--- src/rsd_pkg.sv ---
// Constants shared by the descriptor status write-back block
// How it works
// - After each descriptor, bytes actually moved go into status bits 22 to 0.
// - A clean completion reports exactly the length the control word asked for.
// - Width parameter sizes the byte field; at most 8,388,607 bytes expressible.
// - Micro build leaves the transferred-byte field of the status word unwritten.
// - Zero buffer length issues a zero-length mover command and sets internal fault.
// - Slave-error read response sets the slave fault flag, bit 29.
// - Decode-error read response sets the decode fault flag, bit 30.
// - Any of those faults clears run/stop, then sets stopped after full shutdown.
// - A finished descriptor gets its completion flag, bit 31, set to 1.
// - A fetched descriptor already marked complete is stale: chain fault and halt.
// - Requested length is control bits 22 to 0, limited by the same width.
package rsd_pkg;
  // ----------------------------------------
  // Status word layout
  // ----------------------------------------
  localparam int STAT_BYTES_MSB = 22;
  localparam int STAT_RSVD_LSB = 23;
  localparam int STAT_INT_BIT = 28;
  localparam int STAT_SLV_BIT = 29;
  localparam int STAT_DEC_BIT = 30;
  localparam int STAT_CMPLT_BIT = 31;
  localparam int LEN_W_MAX = 23;
  localparam int unsigned MAX_BYTES = 8388607;
  localparam logic [3:0] STRB_FULL = 4'hf;
  localparam logic [3:0] STRB_MICRO = 4'h8;
  // ----------------------------------------
  // Register map
  // ----------------------------------------
  localparam logic [7:0] OFS_CTRL = 8'h00;
  localparam logic [7:0] OFS_STAT = 8'h04;
  localparam logic [7:0] OFS_LAST = 8'h08;
  localparam logic [7:0] OFS_DONE = 8'h0c;
  localparam int CTRL_RS_BIT = 0;
  localparam int ST_STOP_BIT = 0;
  localparam int ST_IDLE_BIT = 1;
  localparam int ST_INT_BIT = 4;
  localparam int ST_SLV_BIT = 5;
  localparam int ST_DEC_BIT = 6;
  localparam int ST_CHAIN_BIT = 7;
  localparam logic RST_RUN = 1'b0;
  localparam logic RST_STOPPED = 1'b1;
  // ----------------------------------------
  // Bus and read response codes
  // ----------------------------------------
  localparam logic [1:0] RESP_OKAY = 2'h0;
  localparam logic [1:0] RESP_SLVERR = 2'h2;
  localparam logic [1:0] RESP_DECERR = 2'h3;
  // ----------------------------------------
  // Engine states
  // ----------------------------------------
  typedef enum logic [4:0] {
    ST_IDLE = 5'h01,
    ST_CMD = 5'h02,
    ST_RUN = 5'h04,
    ST_WB = 5'h08,
    ST_HALT = 5'h10
  } rsd_state_t;
endpackage

--- src/rsd_acc_if.sv ---
// Carrier between the engine and its status accumulator
`timescale 1ns/1ps
interface rsd_acc_if #(
  parameter int LEN_W = 23,
  parameter int BEAT_W = 8
);
  logic clr;
  logic add;
  logic [BEAT_W-1:0] add_bytes;
  logic [1:0] add_resp;
  logic zero_len;
  logic [LEN_W-1:0] count;
  logic flt_int;
  logic flt_slv;
  logic flt_dec;
  modport acc (input clr, add, add_bytes, add_resp, zero_len,
               output count, flt_int, flt_slv, flt_dec);
  modport ctl (output clr, add, add_bytes, add_resp, zero_len,
               input count, flt_int, flt_slv, flt_dec);
endinterface

--- src/rsd_acc.sv ---
// Byte counter and fault collector for one descriptor
`timescale 1ns/1ps
module rsd_acc #(
  parameter int LEN_W = 23,
  parameter int BEAT_W = 8
) (
  input wire logic aclk,
  input wire logic aresetn,
  rsd_acc_if.acc a
);
  logic [LEN_W-1:0] count_r;
  logic flt_int_r;
  logic flt_slv_r;
  logic flt_dec_r;
  wire [LEN_W-1:0] sum_w = count_r + LEN_W'(a.add_bytes);
  wire is_slv = a.add && (a.add_resp == rsd_pkg::RESP_SLVERR);
  wire is_dec = a.add && (a.add_resp == rsd_pkg::RESP_DECERR);

  always_ff @(posedge aclk) begin
    if (!aresetn || a.clr) begin
      count_r <= '0;
      flt_int_r <= 1'b0;
      flt_slv_r <= 1'b0;
      flt_dec_r <= 1'b0;
    end else begin
      if (a.add) begin
        count_r <= sum_w;
      end
      flt_int_r <= flt_int_r | a.zero_len;
      flt_slv_r <= flt_slv_r | is_slv;
      flt_dec_r <= flt_dec_r | is_dec;
    end
  end

  assign a.count = count_r;
  assign a.flt_int = flt_int_r;
  assign a.flt_slv = flt_slv_r;
  assign a.flt_dec = flt_dec_r;
endmodule

--- src/rsd_engine.sv ---
// Read-path descriptor status engine with its register slave
//
// The AXI4-Lite interface to the registers and the address map are this design's own decisions.
`timescale 1ns/1ps
module rsd_engine #(
  parameter int LEN_W = 23,
  parameter int BEAT_W = 8,
  parameter bit MICRO = 1'b0
) (
  input wire logic aclk,
  input wire logic aresetn,
  input wire logic [7:0] s_axi_awaddr,
  input wire logic s_axi_awvalid,
  output logic s_axi_awready,
  input wire logic [31:0] s_axi_wdata,
  input wire logic [3:0] s_axi_wstrb,
  input wire logic s_axi_wvalid,
  output logic s_axi_wready,
  output logic [1:0] s_axi_bresp,
  output logic s_axi_bvalid,
  input wire logic s_axi_bready,
  input wire logic [7:0] s_axi_araddr,
  input wire logic s_axi_arvalid,
  output logic s_axi_arready,
  output logic [31:0] s_axi_rdata,
  output logic [1:0] s_axi_rresp,
  output logic s_axi_rvalid,
  input wire logic s_axi_rready,
  input wire logic desc_valid,
  output logic desc_ready,
  input wire logic [31:0] desc_ctrl,
  input wire logic [31:0] desc_stat,
  output logic mov_cmd_valid,
  input wire logic mov_cmd_ready,
  output logic [LEN_W-1:0] mov_cmd_len,
  input wire logic mov_beat_valid,
  output logic mov_beat_ready,
  input wire logic [BEAT_W-1:0] mov_beat_bytes,
  input wire logic [1:0] mov_beat_resp,
  input wire logic mov_beat_last,
  output logic wb_valid,
  input wire logic wb_ready,
  output logic [31:0] wb_data,
  output logic [3:0] wb_strb
);
  // ----------------------------------------
  // Elaboration checks
  // ----------------------------------------
  if (LEN_W < 8 || LEN_W > rsd_pkg::LEN_W_MAX) begin : g_bad_len
    $error("LEN_W must lie in 8..23");
  end
  if (BEAT_W < 1 || BEAT_W > LEN_W) begin : g_bad_beat
    $error("BEAT_W must lie in 1..LEN_W");
  end

  // ----------------------------------------
  // Engine state and control registers
  // ----------------------------------------
  rsd_pkg::rsd_state_t state_r;
  rsd_pkg::rsd_state_t state_nxt;
  logic run_stop_r;
  logic stopped_r;
  logic sw_int_r;
  logic sw_slv_r;
  logic sw_dec_r;
  logic chain_r;
  logic [LEN_W-1:0] len_r;
  logic [31:0] last_r;
  logic [31:0] done_cnt_r;
  logic [31:0] wb_data_r;
  logic [3:0] wb_strb_r;

  rsd_acc_if #(.LEN_W(LEN_W), .BEAT_W(BEAT_W)) acc_bus ();

  rsd_acc #(.LEN_W(LEN_W), .BEAT_W(BEAT_W)) u_acc (
    .aclk(aclk),
    .aresetn(aresetn),
    .a(acc_bus)
  );

  // ----------------------------------------
  // Descriptor decode
  // ----------------------------------------
  wire [LEN_W-1:0] req_len = desc_ctrl[LEN_W-1:0];
  wire stale = desc_stat[rsd_pkg::STAT_CMPLT_BIT];
  wire zero_len = (req_len == '0);
  wire desc_take = desc_valid && desc_ready;
  wire cmd_take = mov_cmd_valid && mov_cmd_ready;
  wire beat_take = mov_beat_valid && mov_beat_ready;
  wire wb_take = wb_valid && wb_ready;
  wire any_fault = acc_bus.flt_int | acc_bus.flt_slv | acc_bus.flt_dec;
  wire beat_slv = beat_take && (mov_beat_resp == rsd_pkg::RESP_SLVERR);
  wire beat_dec = beat_take && (mov_beat_resp == rsd_pkg::RESP_DECERR);
  wire fault_now = beat_slv | beat_dec | (cmd_take && (len_r == '0));
  wire idle_now = (state_r == rsd_pkg::ST_IDLE);

  assign desc_ready = idle_now && run_stop_r;
  assign mov_cmd_valid = (state_r == rsd_pkg::ST_CMD);
  assign mov_cmd_len = len_r;
  assign mov_beat_ready = (state_r == rsd_pkg::ST_RUN);
  assign wb_valid = (state_r == rsd_pkg::ST_WB);
  assign wb_data = wb_data_r;
  assign wb_strb = wb_strb_r;

  assign acc_bus.clr = desc_take;
  assign acc_bus.add = beat_take;
  assign acc_bus.add_bytes = mov_beat_bytes;
  assign acc_bus.add_resp = mov_beat_resp;
  assign acc_bus.zero_len = cmd_take && (len_r == '0);

  // ----------------------------------------
  // Status word assembly
  // ----------------------------------------
  // Fold in the beat or command taken on the capture edge itself
  wire [LEN_W-1:0] beat_add = beat_take ? LEN_W'(mov_beat_bytes) : LEN_W'(0);
  wire [LEN_W-1:0] count_now = acc_bus.count + beat_add;
  logic [31:0] stat_word;
  always_comb begin
    stat_word = '0;
    stat_word[LEN_W-1:0] = count_now;
    stat_word[rsd_pkg::STAT_INT_BIT] = acc_bus.flt_int | acc_bus.zero_len;
    stat_word[rsd_pkg::STAT_SLV_BIT] = acc_bus.flt_slv | beat_slv;
    stat_word[rsd_pkg::STAT_DEC_BIT] = acc_bus.flt_dec | beat_dec;
    stat_word[rsd_pkg::STAT_CMPLT_BIT] = 1'b1;
  end

  // ----------------------------------------
  // Sequencer
  // ----------------------------------------
  always_comb begin
    state_nxt = state_r;
    case (state_r)
      rsd_pkg::ST_IDLE: begin
        if (desc_take) begin
          state_nxt = stale ? rsd_pkg::ST_HALT : rsd_pkg::ST_CMD;
        end
      end
      rsd_pkg::ST_CMD: begin
        if (cmd_take) begin
          state_nxt = (len_r == '0) ? rsd_pkg::ST_WB : rsd_pkg::ST_RUN;
        end
      end
      rsd_pkg::ST_RUN: begin
        if (beat_take && mov_beat_last) begin
          state_nxt = rsd_pkg::ST_WB;
        end
      end
      rsd_pkg::ST_WB: begin
        if (wb_take) begin
          state_nxt = any_fault ? rsd_pkg::ST_HALT : rsd_pkg::ST_IDLE;
        end
      end
      rsd_pkg::ST_HALT: begin
        state_nxt = rsd_pkg::ST_IDLE;
      end
      default: begin
        state_nxt = rsd_pkg::ST_IDLE;
      end
    endcase
  end

  always_ff @(posedge aclk) begin
    if (!aresetn) begin
      state_r <= rsd_pkg::ST_IDLE;
    end else begin
      state_r <= state_nxt;
    end
  end

  // Latch requested length and present the write-back word
  always_ff @(posedge aclk) begin
    if (!aresetn) begin
      len_r <= '0;
      wb_data_r <= '0;
      wb_strb_r <= '0;
    end else begin
      if (desc_take) begin
        len_r <= req_len;
      end
      if (state_nxt == rsd_pkg::ST_WB && state_r != rsd_pkg::ST_WB) begin
        wb_data_r <= stat_word;
        wb_strb_r <= MICRO ? rsd_pkg::STRB_MICRO : rsd_pkg::STRB_FULL;
      end
    end
  end

  // ----------------------------------------
  // Register bus slave
  // ----------------------------------------
  logic aw_full_r;
  logic w_full_r;
  logic [7:0] aw_addr_r;
  logic [31:0] w_data_r;
  logic [3:0] w_strb_r;
  logic bvalid_r;
  logic [1:0] bresp_r;
  logic rvalid_r;
  logic [31:0] rdata_r;
  logic [1:0] rresp_r;

  assign s_axi_awready = !aw_full_r && !bvalid_r;
  assign s_axi_wready = !w_full_r && !bvalid_r;
  assign s_axi_bvalid = bvalid_r;
  assign s_axi_bresp = bresp_r;
  assign s_axi_arready = !rvalid_r;
  assign s_axi_rvalid = rvalid_r;
  assign s_axi_rdata = rdata_r;
  assign s_axi_rresp = rresp_r;

  wire aw_take = s_axi_awvalid && s_axi_awready;
  wire w_take = s_axi_wvalid && s_axi_wready;
  wire wr_do = aw_full_r && w_full_r;
  wire wr_ctrl = wr_do && (aw_addr_r == rsd_pkg::OFS_CTRL);
  wire wr_hit = wr_ctrl || (aw_addr_r == rsd_pkg::OFS_STAT) ||
                (aw_addr_r == rsd_pkg::OFS_LAST) || (aw_addr_r == rsd_pkg::OFS_DONE);
  wire rs_wr = wr_ctrl && w_strb_r[0];
  wire rs_set = rs_wr && w_data_r[rsd_pkg::CTRL_RS_BIT] && !run_stop_r;
  wire rs_clr = rs_wr && !w_data_r[rsd_pkg::CTRL_RS_BIT];
  wire ar_take = s_axi_arvalid && s_axi_arready;

  always_ff @(posedge aclk) begin
    if (!aresetn) begin
      aw_full_r <= 1'b0;
      w_full_r <= 1'b0;
      aw_addr_r <= '0;
      w_data_r <= '0;
      w_strb_r <= '0;
      bvalid_r <= 1'b0;
      bresp_r <= rsd_pkg::RESP_OKAY;
    end else begin
      if (aw_take) begin
        aw_full_r <= 1'b1;
        aw_addr_r <= {s_axi_awaddr[7:2], 2'b00};
      end
      if (w_take) begin
        w_full_r <= 1'b1;
        w_data_r <= s_axi_wdata;
        w_strb_r <= s_axi_wstrb;
      end
      if (wr_do) begin
        aw_full_r <= 1'b0;
        w_full_r <= 1'b0;
        bvalid_r <= 1'b1;
        bresp_r <= wr_hit ? rsd_pkg::RESP_OKAY : rsd_pkg::RESP_SLVERR;
      end else if (bvalid_r && s_axi_bready) begin
        bvalid_r <= 1'b0;
      end
    end
  end

  logic [31:0] stat_reg;
  always_comb begin
    stat_reg = '0;
    stat_reg[rsd_pkg::ST_STOP_BIT] = stopped_r;
    stat_reg[rsd_pkg::ST_IDLE_BIT] = idle_now;
    stat_reg[rsd_pkg::ST_INT_BIT] = sw_int_r;
    stat_reg[rsd_pkg::ST_SLV_BIT] = sw_slv_r;
    stat_reg[rsd_pkg::ST_DEC_BIT] = sw_dec_r;
    stat_reg[rsd_pkg::ST_CHAIN_BIT] = chain_r;
  end

  wire [7:0] rd_addr = {s_axi_araddr[7:2], 2'b00};
  wire rd_ctrl = (rd_addr == rsd_pkg::OFS_CTRL);
  wire rd_stat = (rd_addr == rsd_pkg::OFS_STAT);
  wire rd_last = (rd_addr == rsd_pkg::OFS_LAST);
  wire rd_done = (rd_addr == rsd_pkg::OFS_DONE);
  wire rd_hit = rd_ctrl | rd_stat | rd_last | rd_done;
  wire [31:0] rd_val = rd_ctrl ? {31'h0, run_stop_r} :
                       rd_stat ? stat_reg :
                       rd_last ? last_r :
                       rd_done ? done_cnt_r : 32'h0;

  always_ff @(posedge aclk) begin
    if (!aresetn) begin
      rvalid_r <= 1'b0;
      rdata_r <= '0;
      rresp_r <= rsd_pkg::RESP_OKAY;
    end else if (ar_take) begin
      rvalid_r <= 1'b1;
      rdata_r <= rd_val;
      rresp_r <= rd_hit ? rsd_pkg::RESP_OKAY : rsd_pkg::RESP_SLVERR;
    end else if (s_axi_rready) begin
      rvalid_r <= 1'b0;
    end
  end

  // ----------------------------------------
  // Run, halt and software-visible faults
  // ----------------------------------------
  wire halt_done = (state_r == rsd_pkg::ST_HALT);
  wire stale_hit = desc_take && stale;

  always_ff @(posedge aclk) begin
    if (!aresetn) begin
      run_stop_r <= rsd_pkg::RST_RUN;
      stopped_r <= rsd_pkg::RST_STOPPED;
    end else begin
      if (fault_now || stale_hit || rs_clr) begin
        run_stop_r <= 1'b0;
      end else if (rs_set) begin
        run_stop_r <= 1'b1;
      end
      if (halt_done || (rs_clr && idle_now)) begin
        stopped_r <= 1'b1;
      end else if (rs_set) begin
        stopped_r <= 1'b0;
      end
    end
  end

  // Faults set wins over the clear done by a restart
  always_ff @(posedge aclk) begin
    if (!aresetn) begin
      sw_int_r <= 1'b0;
      sw_slv_r <= 1'b0;
      sw_dec_r <= 1'b0;
      chain_r <= 1'b0;
    end else begin
      sw_int_r <= acc_bus.zero_len | (sw_int_r & !rs_set);
      sw_slv_r <= beat_slv | (sw_slv_r & !rs_set);
      sw_dec_r <= beat_dec | (sw_dec_r & !rs_set);
      chain_r <= stale_hit | (chain_r & !rs_set);
    end
  end

  always_ff @(posedge aclk) begin
    if (!aresetn) begin
      last_r <= '0;
      done_cnt_r <= '0;
    end else if (wb_take) begin
      last_r <= wb_data_r;
      done_cnt_r <= done_cnt_r + 32'h1;
    end
  end
endmodule

--- config.mk ---
export PLATFORM = sky130hd
export DESIGN_NAME = rsd_engine
export DESIGN_NICKNAME = d
export VERILOG_FILES = /design/src/rsd_pkg.sv /design/src/rsd_acc_if.sv /design/src/rsd_acc.sv /design/src/rsd_engine.sv
export SDC_FILE = /design/constraint.sdc
export NUM_CORES = 1
export LEC_CHECK = 0
export ABC_AREA = 0
export BUFFER_PORTS_ARGS = -buffer_cell sky130_fd_sc_hd__buf_2
export CAP_MARGIN = 25
export CORE_MARGIN = 8
export CORE_UTILIZATION = 48
export CTS_CLUSTER_SIZE = 28
export DETAILED_ROUTE_END_ITERATION = 8
export PLACE_DENSITY = 0.78
export SETUP_SLACK_MARGIN = 0.5
export SLEW_MARGIN = 20
export SYNTH_ARGS = -nofsm -noshare
export SYNTH_HDL_FRONTEND = slang
export SYNTH_SLANG_ARGS = --single-unit
--- constraint.sdc ---
create_clock -name aclk -period 3.2 [get_ports aclk]
set_input_delay 0.48 -clock aclk [delete_from_list [all_inputs] [get_ports aclk]]
set_output_delay 0.48 -clock aclk [all_outputs]
set_load 0.01 [all_outputs]
==> key figures <==
Drt
  • Wirelength, routed: about 24000 um
  • 1st-iter DRT viols: ~570
  • # DRC: 0
  • Via density: 5.48
  • Vias post-DR: around 7900
  • WL/cell: roughly 16 um
  • Number of detailed-route iterations in the first pass: 4
  • Antenna Nets Post-Route: 0

Die
  • Die width: ~150 um
  • Die Height: between 150 and 200 um
  • Initial Util: 0.486
  • IO Pins: 242
  • Core Area: between 15000 and 20000 um^2
  • Row count: 50
  • DIE AREA: about 23000 um^2

Final layout
  • Nets: approximately 1400
  • Proportion of layout cells with a drive suffix above 1: 0.198
  • Area grow syn2layout: 18.1%
  • Register area: slightly below 4000 um^2
  • Diodes inserted: 0
  • Multi-input logic area: roughly 5000 um^2
  • Fill count: between 1500 and 2000

Worst setup path
  • CP Max Fanout: 7
  • CP required: between 3 and 4 ns
  • CP Launch Type: register
  • Critical Path AT: 2.93 ns
  • Crit path kind: reg2reg
  • Nature of the critical path endpoint: register

Global routing
  • Antenna violations before repair: 2
  • Vias in the first global route: 7459
  • All-layer global routing usage: 0.198
  • Overflow after GRT: 0
  • First-pass GRT wire length: 38000 um
  • Largest net degree at the start of global routing: 89

Synth
  • Syn_area_per_cell: about 8.5 um^2
  • Leading post-synthesis cells by cell area: dfxtp_1, nand2_1, a21boi_0
  • Synth Flop Type: dfxtp_1
  • Sequential area share after synthesis: 0.425
  • Post-synthesis cell area: roughly 9000 um^2
  • Asr flop ratio synth: 0
  • Synth Warn #: 0
  • Post-synth EDFFs: 0
  • Yosys top cell area share: 0.425
  • Synth Register Bits: around 190
  • Yosys top cell by area: dfxtp_1
  • Cells after synthesis: 1063
  • Unique masters post-synth: between 50 and 60

Pwr
  • PwrDens: 444 nW/um^2
  • Peak supply drop: around 0.38 mV
  • Overall power: ~0.0047 W
  • Leak pwr: approximately 4.4 nW

Timing
  • Final period util: 0.815
  • WHS: just under 0.3 ns
  • Max Slew Vio Count: 0
  • Setup Skew: between 0.008 and 0.009 ns
  • Slew of the pin with the lowest slew margin: 0.734 ns
  • Final setup violation count: 0
  • Slew HR: 0.510
  • Hold Vio Cnt, Final: 0
  • Final setup TNS: 0 ns
  • RSZ-0062 raised after global routing: true
  • Min Tclk post-route: 2.61 ns
  • Max Freq: roughly 0.38 GHz

Status
  • Status: completed

Clocking
  • H-tree levels: 4
  • CTS clk-pin slew, worst paths: ~0.070 ns
  • CTS tree: built
  • Clock buffer depth: 2
  • Clock buffer count from CTS: 17
  • Clock Tree Root: clkbuf_16
  • Worst-Skew Late Latency: 0.43 ns
  • TritonCTS Sinks: roughly 190

Placed design
  • DP HPWL: around 17000 um
  • PortBufs: about 160
  • GPL Wtd Cong: between 0.8 and 0.9

Run
  • Max-cap violations: 0

Worst hold path
  • Worst Hold Class: in2reg
critical path, cell delays in order (launching register included):
cell      delay (ns)
dfxtp_1         0.40
nor2b_4         0.24
and3_4          0.25
and2_1          0.13
ha_1            0.30
and3_1          0.23
a221oi_4        0.33
a21oi_4         0.14
nor2b_1         0.16
xnor2_1         0.21
a21oi_1         0.09
final cells by class:
cell class,count,area share
clock inverters,13,0.0107
multi-input cells,793,0.466
clock buffers,18,0.0412
flip-flops and latches,192,0.361
inverters,11,0.00387
repair buffers,178,0.0900
well taps,234,0.0274
path summary, 6_finish.rpt:
check	from	endpoint	slack [ns]	cells past startpoint
worst max-delay path	state_r[2]	wb_data[15]	0.59	10
worst min-delay path	desc_ctrl[12]	mov_cmd_len[12]	0.29	3
worst max register to register	state_r[2]	wb_data[15]	0.59	10
worst min register to register	s_axi_rdata[23]	s_axi_rdata[23]	0.46	2
layout by cell type, fill, tap and decap left out, drive strengths merged, types with 5 or more instances in the layout:
master | netlist | routed
nand2b | 20 | 20
nor3 | 12 | 12
xor2 | 19 | 19
a211oi | 6 | 6
inv | 11 | 14
clkinv | 0 | 8
a22o | 5 | 5
a221oi | 22 | 22
nor2b | 37 | 37
dfxtp | 192 | 192
nor4 | 9 | 9
o211ai | 8 | 8
o211a | 6 | 6
o21a | 13 | 13
conb | 1 | 7
mux2i | 31 | 31
clkbuf | 55 | 18
a21oi | 33 | 33
nand2 | 194 | 194
o21ai | 40 | 40
a22oi | 7 | 7
xnor2 | 20 | 20
buf | 20 | 178
nor3b | 23 | 23
nand3 | 29 | 29
nor2 | 63 | 63
and3 | 13 | 15
a21boi | 63 | 63
nand4 | 15 | 15
or3 | 9 | 9
ha | 17 | 17
and2 | 26 | 26
a21o | 5 | 5
report_power, final:
| group | internal (W) | total [W] | switching (W) |
|---|---|---|---|
| Combinational | 0.000121 | 0.000279 | 0.000158 |
| Sequential | 0.00242 | 0.00244 | 0.0000168 |
| Clock | 0.00109 | 0.00203 | 0.000935 |
| Total | 0.00363 | 0.00474 | 0.00111 |
cells by family (layout without fill, tap and decap cells):
group                      after synthesis  count (layout)  synth area share
DFF                                    192             192             0.425
adders and majority gates               19              19            0.0280
other                                    1               7          0.000415
muxes                                   32              32            0.0356
AOI/OAI and AO/OA                      233             233             0.181
xor gates and xnor gates                39              39            0.0378
and+or+nand+nor                        461             463             0.251
buffers and inverters                   86             220            0.0410
repair_timing:
| action | CTS | global route |
|---|---|---|
| setup endpoints to repair | 1 | 19 |
| pin swaps | 1 | 7 |
| resized for setup | 2 | 9 |
| gates cloned | 1 | 1 |
| hold buffers | 0 | 0 |
| buffers inserted | 0 | 6 |
cell usage after synthesis, types with 13 or more instances:
library cell	n
nand3_1	29
xor2_1	19
and3_1	13
o21a_1	13
and2_1	26
nand2_1	194
a21boi_0	63
dfxtp_1	192
ha_1	17
nand4_1	13
nand2b_1	20
o21ai_0	39
nor3b_1	23
nor2b_1	37
nor2_1	63
clkbuf_1	55
a21oi_1	33
xnor2_1	20
mux2i_1	31
a221oi_1	22
flip-flops by register name, summed over array words and instances (netlist names), 5 cells and up:
register,count
state_r,5
wb_data,26
aw_addr_r,6
u_acc.a.count,23
last_r,27
mov_cmd_len,23
done_cnt_r,32
s_axi_rdata,32
stage by stage:
step,std cells,setup WS (ns),util,instance area (um^2)
floorplan,1069,0.433,-,9140
global route,1439,0.476,0.574,10700
finish,1439,0.591,0.574,10700
CTS,1432,0.526,0.569,10600
global placement,1400,0.447,0.538,10000
detailed placement,1400,0.412,0.538,10000
routing by layer:
| layer | up-vias | track usage | routed length (um) |
|---|---|---|---|
| met1 | 3709 | 0.240 | 10300 |
| met5 | - | 0 | 20 |
| li1 | 3950 | - | - |
| met2 | 187 | 0.330 | 11300 |
| met3 | 40 | 0.0471 | 1200 |
| met4 | 4 | 0.0815 | 617 |
No activity file was read; power rests on OpenSTA's default activity.
